File: config.mk
export PLATFORM = sky130hd
export DESIGN_NAME = adcop_top
export DESIGN_NICKNAME = d
export VERILOG_FILES = /design/src/hdl/adcop_pkg.sv /design/src/hdl/adcop_top.sv
export SDC_FILE = /design/constraint.sdc
export NUM_CORES = 1
export LEC_CHECK = 0
export BUFFER_PORTS_ARGS = -buffer_cell sky130_fd_sc_hd__buf_4
export CAP_MARGIN = 20
export CORE_MARGIN = 4
export CORE_UTILIZATION = 46
export CTS_CLUSTER_SIZE = 16
export DETAILED_ROUTE_END_ITERATION = 6
export PLACE_DENSITY = 0.77
export SKIP_CTS_REPAIR_TIMING = 1
export SYNTH_ARGS = -nofsm -noshare
export SYNTH_HDL_FRONTEND = slang
export SYNTH_SLANG_ARGS = --single-unit
File: constraint.sdc
create_clock -name ref_clk -period 1 [get_ports ref_clk]
set_input_delay 0.2 -clock ref_clk [delete_from_list [all_inputs] [get_ports ref_clk]]
set_output_delay 0.2 -clock ref_clk [all_outputs]
set_load 0.01 [all_outputs]
File: src/hdl/adcop_pkg.sv
// Constants for the converter sample output port.
// Assumes one sampling clock; the analog front end delivers a raw signed-range sample.
//
// What this block does
// - With the drive control low the ten code outputs and the range flag are driven.
// - With the drive control high the code outputs and the range flag are released.
// - While the hold input is high the code outputs keep the last state they held.
// - While the hold input is low the code outputs update with each new result.
// - An in-range sample gives its straight-binary code 0 to 1023 and a range flag of 1.
// - Below range gives code 0 and above range gives 1023, with the range flag 0.
package adcop_pkg;
   localparam int unsigned      ADCOP_CODE_W   = 10;
   localparam int unsigned      ADCOP_RAW_W    = 12;
   localparam logic [9:0]       ADCOP_CODE_MIN = 10'h000;
   localparam logic [9:0]       ADCOP_CODE_MAX = 10'h3ff;
   localparam logic [11:0]      ADCOP_RAW_MIN  = 12'h000;
   localparam logic [11:0]      ADCOP_RAW_MAX  = 12'h3ff;
   localparam logic             ADCOP_DRIVE_ON = 1'h0;
   localparam logic             ADCOP_HOLD_ON  = 1'h1;
   localparam logic             ADCOP_FLAG_IN  = 1'h1;
   localparam logic             ADCOP_FLAG_OUT = 1'h0;
   localparam logic             ADCOP_OE_ON    = 1'h1;
   localparam logic             ADCOP_OE_OFF   = 1'h0;
endpackage : adcop_pkg

File: src/hdl/adcop_top.sv
// Output stage of a 10-bit sampling converter: saturation, range flag, hold and drive enable.
// Assumes raw_sample is a signed value from the quantiser, synchronous to ref_clk.
// Every pin output and its enable comes straight from a register.
// Assumes the pad ring turns each enable into a three-state driver.
`timescale 1ns/1ns
`default_nettype none
module adcop_top
   import adcop_pkg::*;
#(
   parameter int unsigned RAW_W = ADCOP_RAW_W
)
(
   input  wire logic                    ref_clk,
   input  wire logic                    rst,
   input  wire logic signed [RAW_W-1:0] raw_sample,
   input  wire logic                    output_drive_n,
   input  wire logic                    low_power_hold,
   output var  logic [9:0]              sample_code,
   output var  logic [9:0]              sample_code_oe,
   output var  logic                    in_range_flag,
   output var  logic                    in_range_flag_oe
);

   // ----------------------------------------------------------------
   // Quantiser stage: saturate and flag
   // ----------------------------------------------------------------
   logic [ADCOP_CODE_W-1:0] stage_code;
   logic                    stage_flag;
   logic [ADCOP_CODE_W-1:0] next_stage_code;
   logic                    next_stage_flag;

   // Codes outside the converter range saturate and clear the flag
   always_comb
   begin
      if (raw_sample < $signed(ADCOP_RAW_MIN))
      begin
         next_stage_code = ADCOP_CODE_MIN;
         next_stage_flag = ADCOP_FLAG_OUT;
      end
      else if (raw_sample > $signed(ADCOP_RAW_MAX))
      begin
         next_stage_code = ADCOP_CODE_MAX;
         next_stage_flag = ADCOP_FLAG_OUT;
      end
      else
      begin
         next_stage_code = raw_sample[ADCOP_CODE_W-1:0];
         next_stage_flag = ADCOP_FLAG_IN;
      end
   end

   always_ff @(posedge ref_clk or posedge rst)
   begin
      if (rst)
      begin
         stage_code <= ADCOP_CODE_MIN;
         stage_flag <= ADCOP_FLAG_OUT;
      end
      else
      begin
         stage_code <= next_stage_code;
         stage_flag <= next_stage_flag;
      end
   end

   // ----------------------------------------------------------------
   // Output stage: hold and drive enable
   // ----------------------------------------------------------------
   logic [ADCOP_CODE_W-1:0] next_sample_code;
   logic                    next_in_range_flag;
   logic [ADCOP_CODE_W-1:0] next_sample_code_oe;
   logic                    next_in_range_flag_oe;

   // Enables are worked out apart from hold so drive control always acts
   always_comb
   begin
      next_sample_code   = sample_code;
      next_in_range_flag = in_range_flag;
      if (low_power_hold != ADCOP_HOLD_ON)
      begin
         next_sample_code   = stage_code;
         next_in_range_flag = stage_flag;
      end
      if (output_drive_n == ADCOP_DRIVE_ON)
      begin
         next_in_range_flag_oe = ADCOP_OE_ON;
      end
      else
      begin
         next_in_range_flag_oe = ADCOP_OE_OFF;
      end
      next_sample_code_oe = {ADCOP_CODE_W{next_in_range_flag_oe}};
   end

   always_ff @(posedge ref_clk or posedge rst)
   begin
      if (rst)
      begin
         sample_code      <= ADCOP_CODE_MIN;
         in_range_flag    <= ADCOP_FLAG_OUT;
         sample_code_oe   <= {ADCOP_CODE_W{ADCOP_OE_OFF}};
         in_range_flag_oe <= ADCOP_OE_OFF;
      end
      else
      begin
         sample_code      <= next_sample_code;
         in_range_flag    <= next_in_range_flag;
         sample_code_oe   <= next_sample_code_oe;
         in_range_flag_oe <= next_in_range_flag_oe;
      end
   end

   // ----------------------------------------------------------------
   // Checks: drive control
   // ----------------------------------------------------------------
   // Enables follow the drive control one edge later, hold or not
   drive_enable_a : assert property (@(posedge ref_clk) disable iff (rst)
      !output_drive_n
      |=> (sample_code_oe == {ADCOP_CODE_W{ADCOP_OE_ON}}) && in_range_flag_oe)
      else $error("outputs not driven with drive control low");

   release_hiz_a : assert property (@(posedge ref_clk) disable iff (rst)
      output_drive_n
      |=> (sample_code_oe == {ADCOP_CODE_W{ADCOP_OE_OFF}}) && !in_range_flag_oe)
      else $error("outputs not released with drive control high");

   hold_drive_a : assert property (@(posedge ref_clk) disable iff (rst)
      (low_power_hold == ADCOP_HOLD_ON) && (output_drive_n == ADCOP_DRIVE_ON)
      |=> in_range_flag_oe && (sample_code_oe == {ADCOP_CODE_W{ADCOP_OE_ON}}))
      else $error("drive control ignored during hold");

   oe_follow_a : assert property (@(posedge ref_clk) disable iff (rst)
      !$past(rst) && $changed(output_drive_n)
      |=> $changed(in_range_flag_oe))
      else $error("enable did not follow drive control");

   // ----------------------------------------------------------------
   // Checks: hold and run
   // ----------------------------------------------------------------
   // The flag freezes with the code so a held pair stays matched
   hold_freeze_a : assert property (@(posedge ref_clk) disable iff (rst)
      low_power_hold
      |=> $stable(sample_code))
      else $error("code changed during hold");

   hold_flag_a : assert property (@(posedge ref_clk) disable iff (rst)
      low_power_hold
      |=> $stable(in_range_flag))
      else $error("range flag changed during hold");

   run_update_a : assert property (@(posedge ref_clk) disable iff (rst)
      !low_power_hold ##1 !$past(low_power_hold) |-> sample_code == $past(stage_code))
      else $error("code not updated while running");

   run_flag_a : assert property (@(posedge ref_clk) disable iff (rst)
      !low_power_hold
      |=> in_range_flag == $past(stage_flag))
      else $error("range flag not updated while running");

   hold_exit_a : assert property (@(posedge ref_clk) disable iff (rst)
      $fell(low_power_hold)
      |=> (sample_code == $past(stage_code)) && (in_range_flag == $past(stage_flag)))
      else $error("outputs not resumed after hold");

   // ----------------------------------------------------------------
   // Checks: code and range flag
   // ----------------------------------------------------------------
   // A cleared range flag always comes with code 0 or 1023
   in_range_a : assert property (@(posedge ref_clk) disable iff (rst)
      (raw_sample >= $signed(ADCOP_RAW_MIN)) && (raw_sample <= $signed(ADCOP_RAW_MAX))
      ##1 !low_power_hold
      |=> in_range_flag && (sample_code == $past(raw_sample[ADCOP_CODE_W-1:0], 2)))
      else $error("in-range code or flag wrong");

   stage_pass_a : assert property (@(posedge ref_clk) disable iff (rst)
      (raw_sample >= $signed(ADCOP_RAW_MIN)) && (raw_sample <= $signed(ADCOP_RAW_MAX))
      |=> (stage_code == $past(raw_sample[ADCOP_CODE_W-1:0])) && (stage_flag == ADCOP_FLAG_IN))
      else $error("in-range stage result wrong");

   under_sat_a : assert property (@(posedge ref_clk) disable iff (rst)
      (raw_sample < $signed(ADCOP_RAW_MIN)) ##1 !low_power_hold
      |=> sample_code == ADCOP_CODE_MIN && !in_range_flag)
      else $error("underflow not saturated to zero");

   over_sat_a : assert property (@(posedge ref_clk) disable iff (rst)
      (raw_sample > $signed(ADCOP_RAW_MAX)) ##1 !low_power_hold
      |=> sample_code == ADCOP_CODE_MAX && !in_range_flag)
      else $error("overflow not saturated to full scale");

   stage_under_a : assert property (@(posedge ref_clk) disable iff (rst)
      raw_sample < $signed(ADCOP_RAW_MIN)
      |=> (stage_code == ADCOP_CODE_MIN) && (stage_flag == ADCOP_FLAG_OUT))
      else $error("underflow stage result wrong");

   stage_over_a : assert property (@(posedge ref_clk) disable iff (rst)
      raw_sample > $signed(ADCOP_RAW_MAX)
      |=> (stage_code == ADCOP_CODE_MAX) && (stage_flag == ADCOP_FLAG_OUT))
      else $error("overflow stage result wrong");

   flag_pair_a : assert property (@(posedge ref_clk) disable iff (rst)
      in_range_flag == ADCOP_FLAG_OUT
      |-> (sample_code == ADCOP_CODE_MIN) || (sample_code == ADCOP_CODE_MAX))
      else $error("cleared range flag with a mid-scale code");

   stage_flag_pair_a : assert property (@(posedge ref_clk) disable iff (rst)
      stage_flag == ADCOP_FLAG_OUT
      |-> (stage_code == ADCOP_CODE_MIN) || (stage_code == ADCOP_CODE_MAX))
      else $error("cleared stage flag with a mid-scale code");

   // ----------------------------------------------------------------
   // Checks: pipeline
   // ----------------------------------------------------------------
   // A new stage result reaches the pins on the next edge while hold is low
   pipe_latency_a : assert property (@(posedge ref_clk) disable iff (rst)
      $changed(stage_code) && !low_power_hold |=> sample_code == $past(stage_code))
      else $error("pipeline latency not fixed");

   pipe_flag_a : assert property (@(posedge ref_clk) disable iff (rst)
      $changed(stage_flag) && !low_power_hold
      |=> in_range_flag == $past(stage_flag))
      else $error("range flag latency not fixed");

endmodule : adcop_top
`default_nettype wire

# Word-level counts from Yosys, hierarchy flattened
# Cells that the tools add are included.
[op_classes]
order_cmp = 2
n_mux = 5
[ops]
columns = ["op", "n"]
rows = [
  ["10-bit two-way mux", 2],
  ["12-bit by 11-bit > comparator with 1-bit output (second input constant)", 1],
  ["12-bit by 1-bit less-than comparator with 1-bit output (second input constant)", 1],
  ["1-bit two-way mux", 3],
]
[word_totals]
register_bits = 24
inputBits = 16
output_inout_bits = 22

# Logic depth before layout (Yosys ltp)
# Gate-level depths: netlist (run 1).
[logic_depth]
ltp_word = 3
mapped_depth = 2

# Worst setup path after synthesis (run 1)
# Ideal clock, no wire load.
[synth_timing]
path_type = "reg2out"
startpoint = "register, netlist name sample_code_oe[0]"
endpoint = "output sample_code_oe[0]"
arrival_ps = 682
required_time_ps = 800
slack_ps = 118
path_stages_with_launch = 2
path_buffers = 1
path_cell_list = "dfrtp_1 buf_4"
[synth_lines]
columns = ["item", "line_no", "text"]
rows = [
  ["end: declaration", "adcop_top.sv:19", "output var logic [9:0] sample_code_oe,"],
]
# No word-level cell between the ends.

# Final worst setup path (run 1)
[layout_timing]
startpoint = "register, netlist name sample_code_oe[0]"
endpoint = "output sample_code_oe[1]"
# No word-level cell between the ends.

==> results of run 1 <==
==> stage by stage <==
step	utilization, %	power, mW	setup TNS [ps]	hold WS, ps
6_report	65.8	1.88	-2000	18.9
5_1_grt	65.8	1.99	-3210	3.98
4_1_cts	60.8	1.83	-3270	-81.5
3_5_place_dp	59.5	1.42	0	262
3_3_place_gp	59.5	1.41	0	261
2_1_floorplan	-	1.27	0	202
==> routing by layer <==
layer  wire length (µm)  up-vias  part of all wire (%)  track usage, %
met2                815       29                    50            19.2
met5                  0        -                     0               0
li1                   -      259                     -               -
met4                 11        0                  0.68            7.66
met3                138        2                   8.5            3.66
met1                652      272                    40            14.7
==> state kept, by name, summed over array words and instances, names as in the netlist <==
signal and count:
in_range_flag 1, sample_code 10, sample_code_oe 1, stage_code 10
stage_flag 1
==> kinds of logic (layout without fill, tap and decap cells) <==
logic type / after synthesis / count (layout) / share of synthesized area [%]
simple gates: 1 / 1 / 0.397
mux: 11 / 11 / 17.1
compound gates: 10 / 10 / 10.6
buf+inv: 15 / 51 / 10.9
flops: 23 / 23 / 61.0
==> cell type report <==
cell class / count / share of cell area (%)
well taps: 27 / 2.62
flip-flops and latches: 23 / 44.7
clock buffers: 4 / 2.03
repair buffers: 45 / 29.6
multi-input cells: 22 / 20.5
inverters: 2 / 0.581
==> worst register-to-register path: stages (launching register included) <==
cell	delay (ps)
dfrtp_1	420
buf_4	140
mux2_4	250
==> worst max-delay path by stage <==
stage	start	slack, ps	end	cells past startpoint
2_1_floorplan	sample_code_oe[0]	120	sample_code_oe[0]	1
3_3_place_gp	low_power_hold	120	sample_code[3]	2
3_5_place_dp	low_power_hold	100	sample_code[3]	2
4_1_cts	sample_code_oe[0]	-230	sample_code_oe[7]	1
5_1_grt	sample_code_oe[0]	-210	sample_code_oe[0]	1
6_report	sample_code_oe[0]	-150	sample_code_oe[1]	1
==> layout by cell type (no fill, tap or decap) <==
cell type,Yosys,final
buf_4,10,33
clkbuf_4,0,3
clkbuf_1,1,1
mux2_2,1,1
dlygate4sd3_1,0,1
buf_6,1,11
nor2_1,1,1
mux2_4,10,10
dfrtp_2,0,1
dfrtp_1,23,22
inv_1,2,2
o21ba_2,10,10
==> where the power goes <==
group	internal [mW]	total, mW	switching [mW]
combinational	0.279	0.417	0.138
sequential	1.01	1.06	0.0488
clock	0.155	0.405	0.249
total	1.44	1.88	0.436
==> impl_metrics.toml, run 1 <==
[worst_setup_path]
worst_r2r_path_depth = 2
worstPathMaxFanout = 11
cp-end-kind = "output port"
crit_buf_inv = 1
path_cells = "buf_4"
reg2reg_to = "sample_code[2]"
rrSetupSlack_ps = 80
worstSetupStartpointType = "register"
critPathMaxStageDelay_ps = 480
r2r-start = "sample_code[2]"
critPathKind = "register to output port"
critPathSlowestCell = "dfrtp_2"
crit_required_ps = 800
crit_arrival_ps = 950
crit_family = "flip-flops"

[global_routing]
grt_pass1_vias = 534
antenna_found_initial = 0
overflow = 0
grt_pass1_wl_mm = 2.38
track_usage_pct = 12.3
grt_max_degree = 24

[floorplanning]
num_rows = 16
die_y_um = 53.3
die-area_um2 = 2840
initial_utilization_pct = 48.1
io-pin-count = 38
die_w_um = 53.3
core-area_um2 = 1960

[logic_synthesis]
yosysMostFrequentCell = "dfrtp_1"
ys.flop_type = "dfrtp_1"
ys_warn_count = 0
synth-async-reset-ratio_pct = 100
avgSynthCellArea_um2 = 15.7
synth_fp_nets = 76
synthCells = 60
ys_ff_latch = 23
synth_area_um2 = 943
synth-seq-area-share_pct = 61.0
synth_top_cell_area_share_pct = 61.0
yosysTopAreaCell = "dfrtp_1"
ys_top_cells_by_area = "dfrtp_1 (61%), mux2_4 (16%), o21ba_2 (11%), buf_4 (8.0%), buf_6 (1.2%)"
ys_types = 10
synth_common_cells = "dfrtp_1 (23), buf_4 (10), mux2_4 (10), o21ba_2 (10), inv_1 (2)"
synth_edf_count = 0

[timing]
layout_setup_ws_ps = -146
finalSetupViolCount = 22
fmaxAchievable_mhz = 873
rsz0062_at_grt = "true"
slew_headroom_pct = 81.1
finalCritPeriodShare_pct = 115
worstMarginPinSlew_ps = 284
finalCriticalPeriod_ps = 1150
maxSlewViolCount = 0
finalHoldViolCount = 0
clock_skew_ps = 1.72

[routing]
ant_nets = 0
route.detailed.drc = 0
wl_per_cell_um = 13.2
num_vias = 562
vias_per_cell = 4.57
routed_wl_mm = 1.62
drt_iter0_markers = 1
first_pass_iters = 2

[place]
place_congestion = 0.580
port_buffers = 37
dpl.hpwl_mm = 1.08
dpl_cell_area_um2 = 1170
placedCellCount = 112
dpl_worst_slack_ps = 101

[min_path]
holdPathStages = 2
hold_end = "sample_code_oe[0]"
hold_class = "primary input to register"
worstHoldStart = "output_drive_n"

[clock_network]
cts_buffer_depth = 2
cts_sinks = 23
cts_buffers = 3
cts.reportedPaths.clkPinSlew_ps = 110
clk_latency_ps = 300
tritoncts = "done"
cts_root_buf = "clkbuf_4"
htree_levels = 1

[layout]
multi_input_area_um2 = 265
regArea_um2 = 577
syn_to_final_growth_pct = 36.9
stdcell_count = 123
final_area_um2 = 1290
fill_cells = 157
num-nets-final = 113
drive_above_1_share_pct = 71.9
insertedDiodeCount = 0

[run_status]
status = "finished, violations left"
violations = "setup timing"

[flow_run]
max_cap_viol_count = 0

[power_and_ir_drop]
p_leak_nw = 0.656
p_per_area_nw_per_um2 = 1450
vdd_ir_drop_max_v = 0.00105
No activity file was read; power rests on OpenSTA's default activity.
==> inputs of run 2 (changes only) <==
--- a/config.mk
+++ b/config.mk
@@ -8,10 +8,10 @@
 export BUFFER_PORTS_ARGS = -buffer_cell sky130_fd_sc_hd__buf_4
 export CAP_MARGIN = 20
 export CORE_MARGIN = 4
-export CORE_UTILIZATION = 46
+export CORE_UTILIZATION = 45
 export CTS_CLUSTER_SIZE = 16
 export DETAILED_ROUTE_END_ITERATION = 6
-export PLACE_DENSITY = 0.77
+export PLACE_DENSITY = 0.75
 export SKIP_CTS_REPAIR_TIMING = 1
 export SYNTH_ARGS = -nofsm -noshare
 export SYNTH_HDL_FRONTEND = slang
==> constraint.sdc (replaced) <==
create_clock -name ref_clk -period 1.5 [get_ports ref_clk]
set_input_delay 0.3 -clock ref_clk [delete_from_list [all_inputs] [get_ports ref_clk]]
set_output_delay 0.3 -clock ref_clk [all_outputs]
set_load 0.01 [all_outputs]
==> impl_metrics.toml, run 2 (synthesis results as in run 1) <==
[run_status]
status = "finished clean"

[routing]
drt_iter0_markers = 0
wl_per_cell_um = 13.2
num_vias = 537
route.detailed.drc = 0
vias_per_cell = 4.63
first_pass_iters = 1
ant_nets = 0
routed_wl_mm = 1.53

[global_routing]
grt_pass1_vias = 564
antenna_found_initial = 0
overflow = 0
grt_pass1_wl_mm = 2.50
track_usage_pct = 12.4
grt_max_degree = 24

[power_and_ir_drop]
finalPower_mw = 1.20
p_per_area_nw_per_um2 = 1000
p_leak_nw = 0.611
vdd_ir_drop_max_v = 0.000741

[worst_setup_path]
cp-end-kind = "output port"
path_cells = "buf_4"
crit_family = "flip-flops"
critPathSlowestCell = "dfrtp_1"
worstPathMaxFanout = 11
worstSetupStartpointType = "register"
critPathMaxStageDelay_ps = 530
crit_buf_inv = 1
critPathKind = "register to output port"
crit_arrival_ps = 1010
crit_required_ps = 1200

[layout]
final_common_cell = "buf_4"
finish.utilization_pct = 60.2
regArea_um2 = 576
mostFrequentLayoutCells = "buf_4 (38), dfrtp_1 (23), mux2_4 (10), o21ba_2 (10), clkbuf_4 (3)"
insertedDiodeCount = 0
multi_input_area_um2 = 265
drive_above_1_share_pct = 69.7
syn_to_final_growth_pct = 26.5
fill_cells = 168
num-nets-final = 106
reg.largest.list = "sample_code x10, stage_code x10"

[timing]
worstMarginPinSlew_ps = 293
slew_headroom_pct = 80.5
tns_ps = 0
fmaxAchievable_mhz = 761
clock_skew_ps = 2.71
finalHoldViolCount = 0
rsz0062_at_grt = "false"
finalSetupViolCount = 0
maxSlewViolCount = 0
finalCriticalPeriod_ps = 1310
finalCritPeriodShare_pct = 87.6

[floorplanning]
die-area_um2 = 2890
die_y_um = 53.8
initial_utilization_pct = 47.6
core-area_um2 = 1980
num_rows = 16
io-pin-count = 38
die_w_um = 53.8

[place]
place_congestion = 0.643
dpl.hpwl_mm = 1.18
port_buffers = 37

[clock_network]
cts_root_buf = "clkbuf_4"
clk_latency_ps = 300
cts_buffer_depth = 2
cts.reportedPaths.clkPinSlew_ps = 110
tritoncts = "done"
htree_levels = 1
cts_sinks = 23
cts_buffers = 3

[min_path]
hold_class = "primary input to asynchronous set/reset pin"

[flow_run]
max_cap_viol_count = 0
[run 2: path summary, 6_finish.rpt]
path | start | end | slack (ps) | cells past startpoint
min in group ref_clk | output_drive_n | sample_code_oe[0] | 120 | 2
max in group asynchronous | rst | stage_code[4] | 1260 | 3
setup / recovery | sample_code_oe[0] | sample_code_oe[1] | 190 | 1
setup reg to reg | sample_code[4] | sample_code[4] | 740 | 1
hold reg to reg | stage_code[8] | sample_code[8] | 490 | 1
hold / removal | rst | sample_code[8] | 20 | 3
[run 2: per-layer routing]
| layer | routed length [µm] | GRT usage [%] | up-vias |
|---|---|---|---|
| met3 | 84 | 1.94 | 4 |
| met2 | 867 | 22.2 | 17 |
| li1 | - | - | 247 |
| met1 | 542 | 13.5 | 269 |
| met4 | 32 | 7.66 | 0 |
| met5 | 0 | 0 | - |
[run 2: area by class of cell]
class,instances,share of cell area (%)
clock buffer,4,2.20
tap,27,2.83
sequential,23,48.2
inverter,2,0.629
timing repair buffer,38,23.9
multi-input combinational,22,22.2
[run 2: metrics by stage]
| step | hold slack, ps | std cells | worst slack (ps) | cell area (µm²) |
|---|---|---|---|---|
| floorplan | 302 | 60 | 518 | 943 |
| global placement | 355 | 112 | 517 | 1170 |
| detailed placement | 367 | 112 | 511 | 1170 |
| CTS | 28.8 | 116 | 167 | 1190 |
| global route | 29.6 | 116 | 101 | 1190 |
| finish | 22.0 | 116 | 186 | 1190 |
[run 2: power breakdown]
group          total (mW)  internal [mW]  switching [mW]
combinational       0.229          0.146          0.0833
sequential          0.699          0.671          0.0280
clock               0.268          0.104           0.165
total                1.20          0.920           0.276
==> inputs of run 3 (changes only) <==
--- a/config.mk
+++ b/config.mk
@@ -5,13 +5,15 @@
 export SDC_FILE = /design/constraint.sdc
 export NUM_CORES = 1
 export LEC_CHECK = 0
+export ABC_AREA = 1
 export BUFFER_PORTS_ARGS = -buffer_cell sky130_fd_sc_hd__buf_4
 export CAP_MARGIN = 20
 export CORE_MARGIN = 4
 export CORE_UTILIZATION = 45
 export CTS_CLUSTER_SIZE = 16
 export DETAILED_ROUTE_END_ITERATION = 6
-export PLACE_DENSITY = 0.75
+export PLACE_DENSITY = 0.76
+export REMOVE_ABC_BUFFERS = 1
 export SKIP_CTS_REPAIR_TIMING = 1
 export SYNTH_ARGS = -nofsm -noshare
 export SYNTH_HDL_FRONTEND = slang
==> impl_metrics.toml, run 3 <==
[place]
dpl_cell_area_um2 = 1110
place_congestion = 0.709
port_buffers = 37
dpl.hpwl_mm = 1.19

[worst_setup_path]
crit_family = "flip-flops"
rrSetupSlack_ps = 840
critPathKind = "register to output port"
critPathMaxStageDelay_ps = 530
path_cells = "buf_4"
crit_arrival_ps = 1020
worstSetupStartpointType = "register"
worstPathMaxFanout = 11
worst_r2r_path_depth = 2
reg2reg_to = "sample_code[7]"
crit_buf_inv = 1
crit_required_ps = 1200
critPathSlowestCell = "dfrtp_1"
r2r-start = "sample_code[7]"
cp-end-kind = "output port"

[logic_synthesis]
yosysTopAreaCell = "dfrtp_1"
ys_ff_latch = 23
yosysMostFrequentCell = "nand2_1"
ys_warn_count = 0
ys_top_cells_by_area = "dfrtp_1 (64%), nand2_1 (14%), buf_4 (10%), nor2_1 (8.8%), buf_6 (1.3%)"
synth_top_cell_area_share_pct = 64.2
synth_area_um2 = 896
synth_edf_count = 0
ys.flop_type = "dfrtp_1"
synthCells = 94
synth-async-reset-ratio_pct = 100
ys_types = 8
synth_common_cells = "nand2_1 (33), dfrtp_1 (23), nor2_1 (21)"
synth-seq-area-share_pct = 64.2
avgSynthCellArea_um2 = 9.53

[power_and_ir_drop]
p_leak_nw = 0.638
p_per_area_nw_per_um2 = 1020
vdd_ir_drop_max_v = 0.000537

[layout]
drive_above_1_share_pct = 35.2
insertedDiodeCount = 0
syn_to_final_growth_pct = 26.5
final_area_um2 = 1130
mostFrequentLayoutCells = "buf_4 (38), nand2_1 (33), dfrtp_1 (23)"
final_common_cell = "buf_4"
num-nets-final = 139
reg.largest.list = "sample_code x10, stage_code x10"

[floorplanning]
die_w_um = 52.6
num_rows = 15
io-pin-count = 38
initial_utilization_pct = 49.7
die-area_um2 = 2770
die_y_um = 52.6
core-area_um2 = 1800

[clock_network]
cts_buffer_depth = 2
cts_buffers = 3
clk_latency_ps = 310
htree_levels = 1
cts.reportedPaths.clkPinSlew_ps = 120
cts_root_buf = "clkbuf_4"
tritoncts = "done"
cts_sinks = 23

[timing]
finalHoldViolCount = 0
clock_skew_ps = 2.51
finalCriticalPeriod_ps = 1320
finalSetupViolCount = 0
finalCritPeriodShare_pct = 88.3
tns_ps = 0
holdWs_ps = 9.05
worstMarginPinSlew_ps = 293
maxSlewViolCount = 0
rsz0062_at_grt = "false"
fmaxAchievable_mhz = 755
slew_headroom_pct = 80.5

[routing]
routed_wl_mm = 1.62
ant_nets = 0
vias_per_cell = 4.32
num_vias = 635
route.detailed.drc = 0
wl_per_cell_um = 11.0
first_pass_iters = 4
drt_iter0_markers = 9

[flow_run]
max_cap_viol_count = 0

[min_path]
hold_class = "primary input to asynchronous set/reset pin"

[global_routing]
grt_use_met2_pct = 20.7
track_usage_pct = 12.5
antenna_found_initial = 0
grt_pass1_wl_mm = 2.48
grt_pass1_vias = 544
grt_max_degree = 24
overflow = 0
globalRoute.busiestLayer = "met2"
grt_use_met1_pct = 15.8
grtUsageMet3_pct = 1.71

[run_status]
status = "finished clean"
run 3: cell types whose count changed after synthesis, sizes merged:
| cell | before | now |
|---|---|---|
| mux2 | 11 | 0 |
| clkbuf | 1 | 0 |
| nor2 | 1 | 21 |
| inv | 2 | 3 |
| nand2 | 0 | 33 |
| buf | 12 | 14 |
| o21ba | 10 | 0 |
run 3: metrics by stage:
step	cells	setup WS [ps]	utilization, %	power, mW
3_5_place_dp	143	520	61.4	0.894
6_report	147	176	62.9	1.15
4_1_cts	147	159	62.9	1.17
2_1_floorplan	80	257	-	0.770
5_1_grt	147	88.9	62.9	1.21
3_3_place_gp	143	557	61.4	0.887
run 3: cell families after synthesis:
family / count (synthesis) / share of synthesized area (%)
flops: 23 / 64.2
simple gates: 54 / 22.6
buf+inv: 17 / 13.1
run 3: cell type report:
cell class | count | area [µm²]
Fill cell | 169 | 668
Sequential cell | 23 | 576
Timing Repair Buffer | 38 | 285
Multi-Input combinational cell | 54 | 203
Tap cell | 25 | 31.3
Clock buffer | 3 | 22.5
Inverter | 3 | 11.3
Clock inverter | 1 | 5.00
run 3: power breakdown:
part | leakage [nW] | internal [mW] | switching [mW]
logic | 0.334 | 0.0965 | 0.0916
clock network | 0.0177 | 0.0996 | 0.177
registers | 0.286 | 0.666 | 0.0233
run 3: worst max path at each step:
stage / startpoint / endpoint / slack (ps) / cells past startpoint
after floorplan: sample_code_oe[0] / in_range_flag_oe / 260 / 0
after global placement: sample_code_oe[0] / sample_code_oe[1] / 560 / 1
after detailed placement: sample_code_oe[0] / sample_code_oe[6] / 520 / 1
after CTS: sample_code_oe[0] / sample_code_oe[6] / 160 / 1
after global routing: sample_code_oe[0] / sample_code_oe[8] / 90 / 1
final: sample_code_oe[0] / sample_code_oe[6] / 180 / 1
run 3: routing by layer:
metal	part of all wire (%)	vias to the layer above
met5	0	-
met4	2.2	0
met3	6.6	4
met2	52	27
met1	39	283
li1	-	321
